## config.mk

```make
export PLATFORM = sky130hd
export DESIGN_NAME = timer_common
export DESIGN_NICKNAME = d
export VERILOG_FILES = /design/src/hw/timer_common_pkg.sv /design/src/hw/glitch_if.sv /design/src/hw/glitch_filter.sv /design/src/hw/timer_common.sv
export SDC_FILE = /design/constraint.sdc
export NUM_CORES = 1
export LEC_CHECK = 0
export ABC_AREA = 1
export BUFFER_PORTS_ARGS = -buffer_cell sky130_fd_sc_hd__buf_2
export CORE_ASPECT_RATIO = 0.6
export CORE_UTILIZATION = 43
export DETAILED_ROUTE_END_ITERATION = 10
export PLACE_DENSITY = 0.74
export SYNTH_ARGS = -nofsm -noshare
export SYNTH_HDL_FRONTEND = slang
export SYNTH_SLANG_ARGS = --single-unit
```

## constraint.sdc

```tcl
create_clock -name aclk -period 4.08 [get_ports aclk]
set_clock_uncertainty 0.05 [all_clocks]
set_input_delay 0.408 -clock aclk [delete_from_list [all_inputs] [get_ports aclk]]
set_output_delay 0.408 -clock aclk [all_outputs]
set_load 0.03 [all_outputs]
```

## src/hw/timer_common_pkg.sv

```systemverilog
// package: register map, field positions and codes of the timer common functions block
package timer_common_pkg;

    // ------------------------------------------------------------
    // register map
    // ------------------------------------------------------------
    localparam logic [11:0] common_ctrl_index = 12'hd01;
    localparam logic [13:0] addr_common_ctrl  = 14'h3404;   // index times four
    localparam logic [13:0] addr_irq_status   = 14'h3500;
    localparam logic [13:0] addr_irq_mask     = 14'h3504;
    localparam logic [13:0] addr_demod_state  = 14'h3508;
    localparam logic [7:0]  common_ctrl_reset = 8'h00;

    localparam int bit_mode   = 7;
    localparam int bit_sel    = 6;
    localparam int field_lo   = 4;
    localparam int sub_lo     = 2;
    localparam int bit_init8  = 1;
    localparam int bit_init16 = 0;

    // interrupt status bits
    localparam int irq_rise = 0;
    localparam int irq_fall = 1;
    localparam int irq_pin  = 2;

    // ------------------------------------------------------------
    // codes
    // ------------------------------------------------------------
    localparam logic [1:0] logic_and  = 2'h0;
    localparam logic [1:0] logic_or   = 2'h1;
    localparam logic [1:0] logic_nor  = 2'h2;
    localparam logic [1:0] logic_nand = 2'h3;
    localparam logic [1:0] sub_normal = 2'h0;
    localparam logic [1:0] sub_alt    = 2'h1;
    localparam logic [1:0] edge_fall  = 2'h0;
    localparam logic [1:0] edge_rise  = 2'h1;
    localparam logic [1:0] edge_both  = 2'h2;
    localparam logic [1:0] filt_none  = 2'h0;
    localparam logic [1:0] filt_4     = 2'h1;
    localparam logic [1:0] filt_8     = 2'h2;

    localparam int          sclk_period_ns = 10;
    localparam int          filt_short_cycles = 4;
    localparam int          filt_long_cycles  = 8;
    localparam logic [3:0]  filt_short = 4'(filt_short_cycles);
    localparam logic [3:0]  filt_long  = 4'(filt_long_cycles);

    typedef enum logic [2:0] {
        out_idle    = 3'b001,
        out_hold    = 3'b010,
        out_running = 3'b100
    } wide_state_t;

endpackage

```

## src/hw/glitch_if.sv

```systemverilog
// interface: raw input into the glitch filter, clean level out
interface glitch_if;
    logic       raw;
    logic [1:0] sel;
    logic       clean;
    modport owner  (output raw, output sel, input clean);
    modport filter (input raw, input sel, output clean);
endinterface

```

## src/hw/glitch_filter.sv

```systemverilog
// glitch filter: holds the last accepted level until a new one is stable long enough
module glitch_filter
    import timer_common_pkg::*;
(
    input  wire logic aclk,
    input  wire logic aresetn,
    glitch_if.filter  gf
);
    logic [3:0] stable_count;
    logic [3:0] limit;

    always_comb
    begin
        case (gf.sel)
            filt_4:  limit = filt_short;
            filt_8:  limit = filt_long;
            default: limit = 4'h0;
        endcase
    end

    // counts cycles the raw level has differed from the accepted one
    always_ff @(posedge aclk)
    begin
        if (!aresetn)
        begin
            stable_count <= 4'h0;
            gf.clean     <= 1'b0;
        end
        else if (gf.raw == gf.clean)
            stable_count <= 4'h0;
        else if (stable_count >= limit)
        begin
            gf.clean     <= gf.raw;
            stable_count <= 4'h0;
        end
        else
            stable_count <= stable_count + 4'h1;
    end
endmodule // glitch_filter

```

## src/hw/timer_common.sv

```systemverilog
// timer common functions block with an AXI4-Lite register slave
//
// Decided for this implementation: the AXI4-Lite slave port.
module timer_common
    import timer_common_pkg::*;
(
    input  wire logic        aclk,
    input  wire logic        aresetn,
    input  wire logic        stop_recovery,
    input  wire logic [13:0] s_axi_awaddr,
    input  wire logic        s_axi_awvalid,
    output logic             s_axi_awready,
    input  wire logic [31:0] s_axi_wdata,
    input  wire logic [3:0]  s_axi_wstrb,
    input  wire logic        s_axi_wvalid,
    output logic             s_axi_wready,
    output logic [1:0]       s_axi_bresp,
    output logic             s_axi_bvalid,
    input  wire logic        s_axi_bready,
    input  wire logic [13:0] s_axi_araddr,
    input  wire logic        s_axi_arvalid,
    output logic             s_axi_arready,
    output logic [31:0]      s_axi_rdata,
    output logic [1:0]       s_axi_rresp,
    output logic             s_axi_rvalid,
    input  wire logic        s_axi_rready,
    input  wire logic        narrow_timer_en,
    input  wire logic        wide_timer_en,
    input  wire logic        narrow_timer_out,
    input  wire logic        wide_timer_out,
    input  wire logic        port_out_value,
    input  wire logic        irq_mask_reg_pin,
    input  wire logic        demod_pin_first,
    input  wire logic        demod_pin_second,
    output logic             combined_out_pin,
    output logic             narrow_pin_level,
    output logic             wide_pin_level,
    output logic             alternating_active,
    output logic             demod_level,
    output logic             pin_event_irq,
    output logic             irq
);
    // ------------------------------------------------------------
    // registers
    // ------------------------------------------------------------
    logic [7:0]  common_timer_ctrl;
    logic [2:0]  irq_status;
    logic [2:0]  irq_mask;
    logic        aw_held;
    logic        w_held;
    logic [13:0] aw_addr;
    logic [31:0] w_data;
    logic [3:0]  w_strb;
    logic        do_write;
    logic        wr_ok;
    logic        rd_ok;

    wire mode_demod = common_timer_ctrl[bit_mode];
    wire [1:0] field_hi = common_timer_ctrl[field_lo+1:field_lo];
    wire [1:0] field_sub = common_timer_ctrl[sub_lo+1:sub_lo];

    // ------------------------------------------------------------
    // axi write channel
    // ------------------------------------------------------------
    assign s_axi_awready = !aw_held && !s_axi_bvalid;
    assign s_axi_wready  = !w_held && !s_axi_bvalid;
    assign s_axi_bresp   = wr_ok ? 2'h0 : 2'h2;
    assign do_write      = aw_held && w_held && !s_axi_bvalid;

    always_ff @(posedge aclk)
    begin
        if (!aresetn)
        begin
            aw_held <= 1'b0;
            w_held  <= 1'b0;
            aw_addr <= 14'h0;
            w_data  <= 32'h0;
            w_strb  <= 4'h0;
            s_axi_bvalid <= 1'b0;
            wr_ok   <= 1'b0;
        end
        else
        begin
            if (s_axi_awvalid && s_axi_awready)
            begin
                aw_held <= 1'b1;
                aw_addr <= s_axi_awaddr;
            end
            if (s_axi_wvalid && s_axi_wready)
            begin
                w_held <= 1'b1;
                w_data <= s_axi_wdata;
                w_strb <= s_axi_wstrb;
            end
            if (do_write)
            begin
                aw_held <= 1'b0;
                w_held  <= 1'b0;
                s_axi_bvalid <= 1'b1;
                wr_ok <= aw_addr == addr_common_ctrl || aw_addr == addr_irq_status
                         || aw_addr == addr_irq_mask || aw_addr == addr_demod_state;
            end
            else if (s_axi_bvalid && s_axi_bready)
                s_axi_bvalid <= 1'b0;
        end
    end

    wire        lane0_wr = do_write && w_strb[0];
    wire [7:0]  wb       = w_data[7:0];
    wire        cw       = lane0_wr && aw_addr == addr_common_ctrl;

    // ------------------------------------------------------------
    // demodulation input path
    // ------------------------------------------------------------
    glitch_if gfi ();
    assign gfi.raw = common_timer_ctrl[bit_sel] ? demod_pin_second : demod_pin_first;
    assign gfi.sel = mode_demod ? field_sub : filt_none;

    glitch_filter u_filter
    (
        .aclk    (aclk),
        .aresetn (aresetn),
        .gf      (gfi.filter)
    );

    logic clean_q;
    always_ff @(posedge aclk)
    begin
        if (!aresetn)
            clean_q <= 1'b0;
        else
            clean_q <= gfi.clean;
    end

    wire rise_raw = gfi.clean && !clean_q;
    wire fall_raw = !gfi.clean && clean_q;
    // reserved code 11 detects nothing
    wire rise_ev = mode_demod && rise_raw && (field_hi == edge_rise || field_hi == edge_both);
    wire fall_ev = mode_demod && fall_raw && (field_hi == edge_fall || field_hi == edge_both);

    // first pin events reach the pin interrupt in demodulation mode with the first pin selected and its mask bit set
    logic first_q;
    always_ff @(posedge aclk)
    begin
        if (!aresetn)
        begin
            first_q       <= 1'b0;
            pin_event_irq <= 1'b0;
        end
        else
        begin
            first_q       <= demod_pin_first;
            pin_event_irq <= mode_demod && !common_timer_ctrl[bit_sel] && irq_mask_reg_pin
                             && (first_q != demod_pin_first);
        end
    end

    // ------------------------------------------------------------
    // common control register
    // ------------------------------------------------------------
    // stop recovery keeps the combine field; the other fields go to reset
    always_ff @(posedge aclk)
    begin
        if (!aresetn)
            common_timer_ctrl <= common_ctrl_reset;
        else if (stop_recovery)
            common_timer_ctrl <= {2'h0, field_hi, 4'h0};
        else
        begin
            if (cw)
            begin
                common_timer_ctrl[7:2] <= wb[7:2];
                if (!mode_demod)
                    common_timer_ctrl[1:0] <= wb[1:0];
                else
                    common_timer_ctrl[1:0] <= common_timer_ctrl[1:0] & ~wb[1:0];
            end
            if (mode_demod)
            begin
                // set beats a same-cycle clear
                if (rise_ev)
                    common_timer_ctrl[bit_init8] <= 1'b1;
                if (fall_ev)
                    common_timer_ctrl[bit_init16] <= 1'b1;
            end
        end
    end

    // ------------------------------------------------------------
    // transmit outputs
    // ------------------------------------------------------------
    wide_state_t wide_state;
    logic        wide_q;
    logic        comb;

    // submode write to normal or alternating parks output until the timer counts
    always_ff @(posedge aclk)
    begin
        if (!aresetn)
            wide_state <= out_idle;
        else
        begin
            case (wide_state)
                out_idle, out_running:
                begin
                    if (cw && !mode_demod && !wb[3])
                        wide_state <= out_hold;
                    else if (wide_timer_en)
                        wide_state <= out_running;
                    else
                        wide_state <= out_idle;
                end
                out_hold:
                    if (wide_timer_en && !(cw && !wb[3]))
                        wide_state <= out_running;
                default:
                    wide_state <= out_idle;
            endcase
        end
    end

    always_comb
    begin
        if (field_sub[1])
            wide_q = 1'b0;
        else if (wide_state != out_running || !wide_timer_en)
            wide_q = !common_timer_ctrl[bit_init16];
        else
            wide_q = wide_timer_out;
    end

    wire narrow_q = narrow_timer_en ? narrow_timer_out : !common_timer_ctrl[bit_init8];

    always_comb
    begin
        case (field_hi)
            logic_and:  comb = narrow_q & wide_q;
            logic_or:   comb = narrow_q | wide_q;
            logic_nor:  comb = !(narrow_q | wide_q);
            logic_nand: comb = !(narrow_q & wide_q);
            default:    comb = 1'b0;
        endcase
    end

    always_ff @(posedge aclk)
    begin
        if (!aresetn)
        begin
            combined_out_pin   <= 1'b0;
            narrow_pin_level   <= 1'b0;
            wide_pin_level     <= 1'b0;
            alternating_active <= 1'b0;
            demod_level        <= 1'b0;
        end
        else
        begin
            combined_out_pin   <= (!mode_demod && common_timer_ctrl[bit_sel]) ? comb : port_out_value;
            narrow_pin_level   <= mode_demod ? 1'b0 : narrow_q;
            wide_pin_level     <= mode_demod ? 1'b0 : wide_q;
            alternating_active <= !mode_demod && field_sub == sub_alt;
            demod_level        <= gfi.clean;
        end
    end

    // ------------------------------------------------------------
    // interrupts
    // ------------------------------------------------------------
    wire [2:0] events = {pin_event_irq, fall_ev, rise_ev};
    always_ff @(posedge aclk)
    begin
        if (!aresetn)
        begin
            irq_status <= 3'h0;
            irq_mask   <= 3'h0;
        end
        else
        begin
            irq_status <= (irq_status & ~((lane0_wr && aw_addr == addr_irq_status) ? wb[2:0] : 3'h0))
                          | events;
            if (lane0_wr && aw_addr == addr_irq_mask)
                irq_mask <= wb[2:0];
        end
    end
    assign irq = |(irq_status & irq_mask);

    // ------------------------------------------------------------
    // axi read channel
    // ------------------------------------------------------------
    assign s_axi_arready = !s_axi_rvalid;
    assign s_axi_rresp   = rd_ok ? 2'h0 : 2'h2;
    always_ff @(posedge aclk)
    begin
        if (!aresetn)
        begin
            s_axi_rvalid <= 1'b0;
            s_axi_rdata  <= 32'h0;
            rd_ok        <= 1'b0;
        end
        else if (s_axi_arvalid && s_axi_arready)
        begin
            s_axi_rvalid <= 1'b1;
            rd_ok        <= 1'b1;
            case (s_axi_araddr)
                addr_common_ctrl: s_axi_rdata <= {24'h0, common_timer_ctrl};
                addr_irq_status:  s_axi_rdata <= {29'h0, irq_status};
                addr_irq_mask:    s_axi_rdata <= {29'h0, irq_mask};
                addr_demod_state: s_axi_rdata <= {30'h0, gfi.clean, wide_state == out_running};
                default:
                begin
                    s_axi_rdata <= 32'h0;
                    rd_ok       <= 1'b0;
                end
            endcase
        end
        else if (s_axi_rvalid && s_axi_rready)
            s_axi_rvalid <= 1'b0;
    end
endmodule // timer_common

```

==> impl_metrics.json <==
{
  "cts_setup_buffers": 0,
  "grtUsageTotal_pct": 21.96,
  "postCtsHoldBufs": 0,
  "report.final.slew_viol_count": 0,
  "final_cell_mix": "74 x buf_2, 69 x nor2_1, 66 x dfxtp_1",
  "cp_slowest_cell": "buf_2",
  "drt_iter0_drc": 332,
  "max-cap-violations": 0,
  "worst_ep_arrival_time_ps": 2180,
  "yosys.area_share.simple_pct": 27.27,
  "ys_seq_area_share_pct": 40.85,
  "crit_path_start_kind": "input port",
  "yosys-top-cells-area": "dfxtp_1 41%, nor2_1 8.0%, nand2_1 7.0%",
  "first_pass_iters": 5,
  "die_width_um": 114.0,
  "synth_top_cell_area_share_pct": 40.85,
  "setup_slack_ps": 2090,
  "rsz0062_at_grt": "no",
  "synth.area.mux_share_pct": 0,
  "cpPeakStageDelay_ps": 500,
  "min-delay-start": "demod_pin_first",
  "hold_depth": 3,
  "vdd_drop_max_mv": 0.2015,
  "start_util_pct": 44.51,
  "port_buffers": 74,
  "dp_slack_ps": 1825,
  "hold_viol": 0,
  "tns_ps": 0,
  "required_ps": 4270,
  "cts_buffers": 9,
  "area_growth_pct": 21.51,
  "gp_congestion": 0.8739,
  "startpoint": "aresetn",
  "crit_end": "common_timer_ctrl[3]$_SDFFE_PP0N_",
  "coreArea_um2": 7267,
  "worst-r2r-setup-slack_ps": 2240,
  "synth_compound_area_share_pct": 14.66,
  "critPathCaptureType": "flop",
  "htree_levels": 3,
  "synth_top_family_by_area": "simple AND/OR/NAND/NOR gates",
  "vias": 3088,
  "cts_resized": 0,
  "grt-ovfl-total": 0,
  "synthAdderAreaFrac_pct": 3.482,
  "routed_wl_mm": 8.021,
  "cts.reportedPaths.clkPinSlew_ps": 60,
  "drive_gt1_share_pct": 20.58,
  "final_common_cell": "buf_2",
  "fmax_mhz": 502.6,
  "grt_pass1_wl_mm": 13.30,
  "detail-route-antenna-nets": 0,
  "yosysWarnings": 0,
  "yosysTopAreaCell": "dfxtp_1",
  "timing.slew.headroom_pct": 57.12,
  "hpwl_mm": 5.876,
  "n_antenna_cell": 0,
  "grt_pass1_vias": 2853,
  "cts-root-buf": "clkbuf_16",
  "fin_nets": 599,
  "setup_viol": 0,
  "fp.dieH_um": 69.18,
  "fill_cells": 702,
  "synth_area_um2": 3234,
  "row_count": 24,
  "period_minus_slack_ps": 1990,
  "period_share_pct": 48.77,
  "hold_class": "input port to flop",
  "avgRoutedWirePerCell_um": 12.96,
  "cp_common_cell": "inv_1",
  "clk_latency_ps": 340,
  "synth-seq-cells": 66,
  "reg2reg_to": "u_filter.stable_count[3]$_SDFF_PP0_",
  "syn_area_per_cell_um2": 7.418,
  "ys_types": 38,
  "post-route-drc-count": 0,
  "total_power_mw": 1.798,
  "synth_xor_area_share_pct": 0.8124,
  "pin_count": 128,
  "clockBufferDepth": 2,
  "antenna_found_initial": 0,
  "r2r_cells": 8,
  "crit_chain": "buf_2 -> inv_1 -> nor2_1 -> inv_1 -> a211oi_1",
  "cts_num_sinks": 66,
  "r2r-start": "common_timer_ctrl[7]$_SDFFE_PP0N_",
  "dieArea_um2": 7884,
  "grt_max_degree": 41,
  "status": "finished, final reports clean",
  "critPathKind": "input port to flop",
  "crit_fanout": 40,
  "cts_tree": "built",
  "pwr_density_cell_nw_per_um2": 457.4,
  "tightest_slew_ps": 643.2,
  "p_leak_nw": 1.811,
  "viasPerCell": 4.989,
  "synthCells": 436
}
registers in the layout (all words and copies together), names as in the netlist, 3 cells and up:
name                   cells
w_data                     8
aw_addr                   14
irq_mask                   3
s_axi_rdata                8
irq_status                 3
wide_state                 3
u_filter.stable_count      4
common_timer_ctrl          8
how the worst min path moves through the flow:
stage | to | slack, ps
after floorplan | u_filter.stable_count[0]$_SDFF_PP0_ | 380
after global routing | aw_addr[5]$_SDFFE_PN0P_ | 280
after detailed placement | irq_status[2]$_SDFF_PN0_ | 400
final | first_q$_SDFF_PN0_ | 260
after global placement | u_filter.stable_count[0]$_SDFF_PP0_ | 390
after CTS | first_q$_SDFF_PN0_ | 240
logic make-up (layout without fill, tap and decap cells):
group,after synthesis,after routing
simple gates,187,187
compound gates,88,88
buf+inv,82,136
flops,66,66
fa+ha+maj,9,9
xor+xnor,3,3
other cells,1,26
layout make-up:
type	count	area, um2	share of cell area [%]
multi-input combinational	313	1593	40.53
clock buffer	10	229.0	5.826
sequential	66	1321	33.62
tap	104	130.1	3.311
clock inverter	6	113.9	2.897
timing repair buffer	74	370.4	9.424
inverter	46	172.7	4.394
report_power, final:
| part | switching (mW) | internal (mW) |
|---|---|---|
| registers | 0.0243 | 0.679 |
| logic | 0.148 | 0.0580 |
| clock network | 0.289 | 0.598 |
| total | 0.462 | 1.34 |
routing by layer:
metal | track usage (%) | vias up | share of wire (%)
li1 | - | 1530 | -
met3 | 6.993 | 14 | 7.5
met4 | 8.802 | 0 | 1.4
met1 | 29.78 | 1426 | 48
met5 | 0 | - | 0
met2 | 32.32 | 118 | 43
metrics by stage:
| step | hold slack [ps] | utilization, % | cells | cell area (um2) |
|---|---|---|---|---|
| 2_1_floorplan | 379.7 | - | 461 | 3328 |
| 3_3_place_gp | 391.5 | 49.36 | 603 | 3587 |
| 3_5_place_dp | 403.3 | 49.36 | 603 | 3587 |
| 4_1_cts | 243.1 | 54.08 | 619 | 3930 |
| 5_1_grt | 281.7 | 54.08 | 619 | 3930 |
| 6_report | 261.2 | 54.08 | 619 | 3930 |
worst max-delay path, delay by kind of cell:
family	cells	cell delay, ps
compound gates	1	260
buf+inv	3	1100
simple gates	1	400
Yosys cell counts (all sizes together):
cell type and number:
a211oi 5, clkinv 1, and2 1, a21oi 34
nand2 61, nor2 76, nor3 4, xnor2 2
o21a 1, nand4 9, ha 9, inv 45
clkbuf 8, o31ai 2, o21ai 44, nand3 31
conb 1, dfxtp 66, or2 2, xor2 1
nor4 3, buf 28, o211ai 1, o2111ai 1
Power figures use the tool's default switching activity.
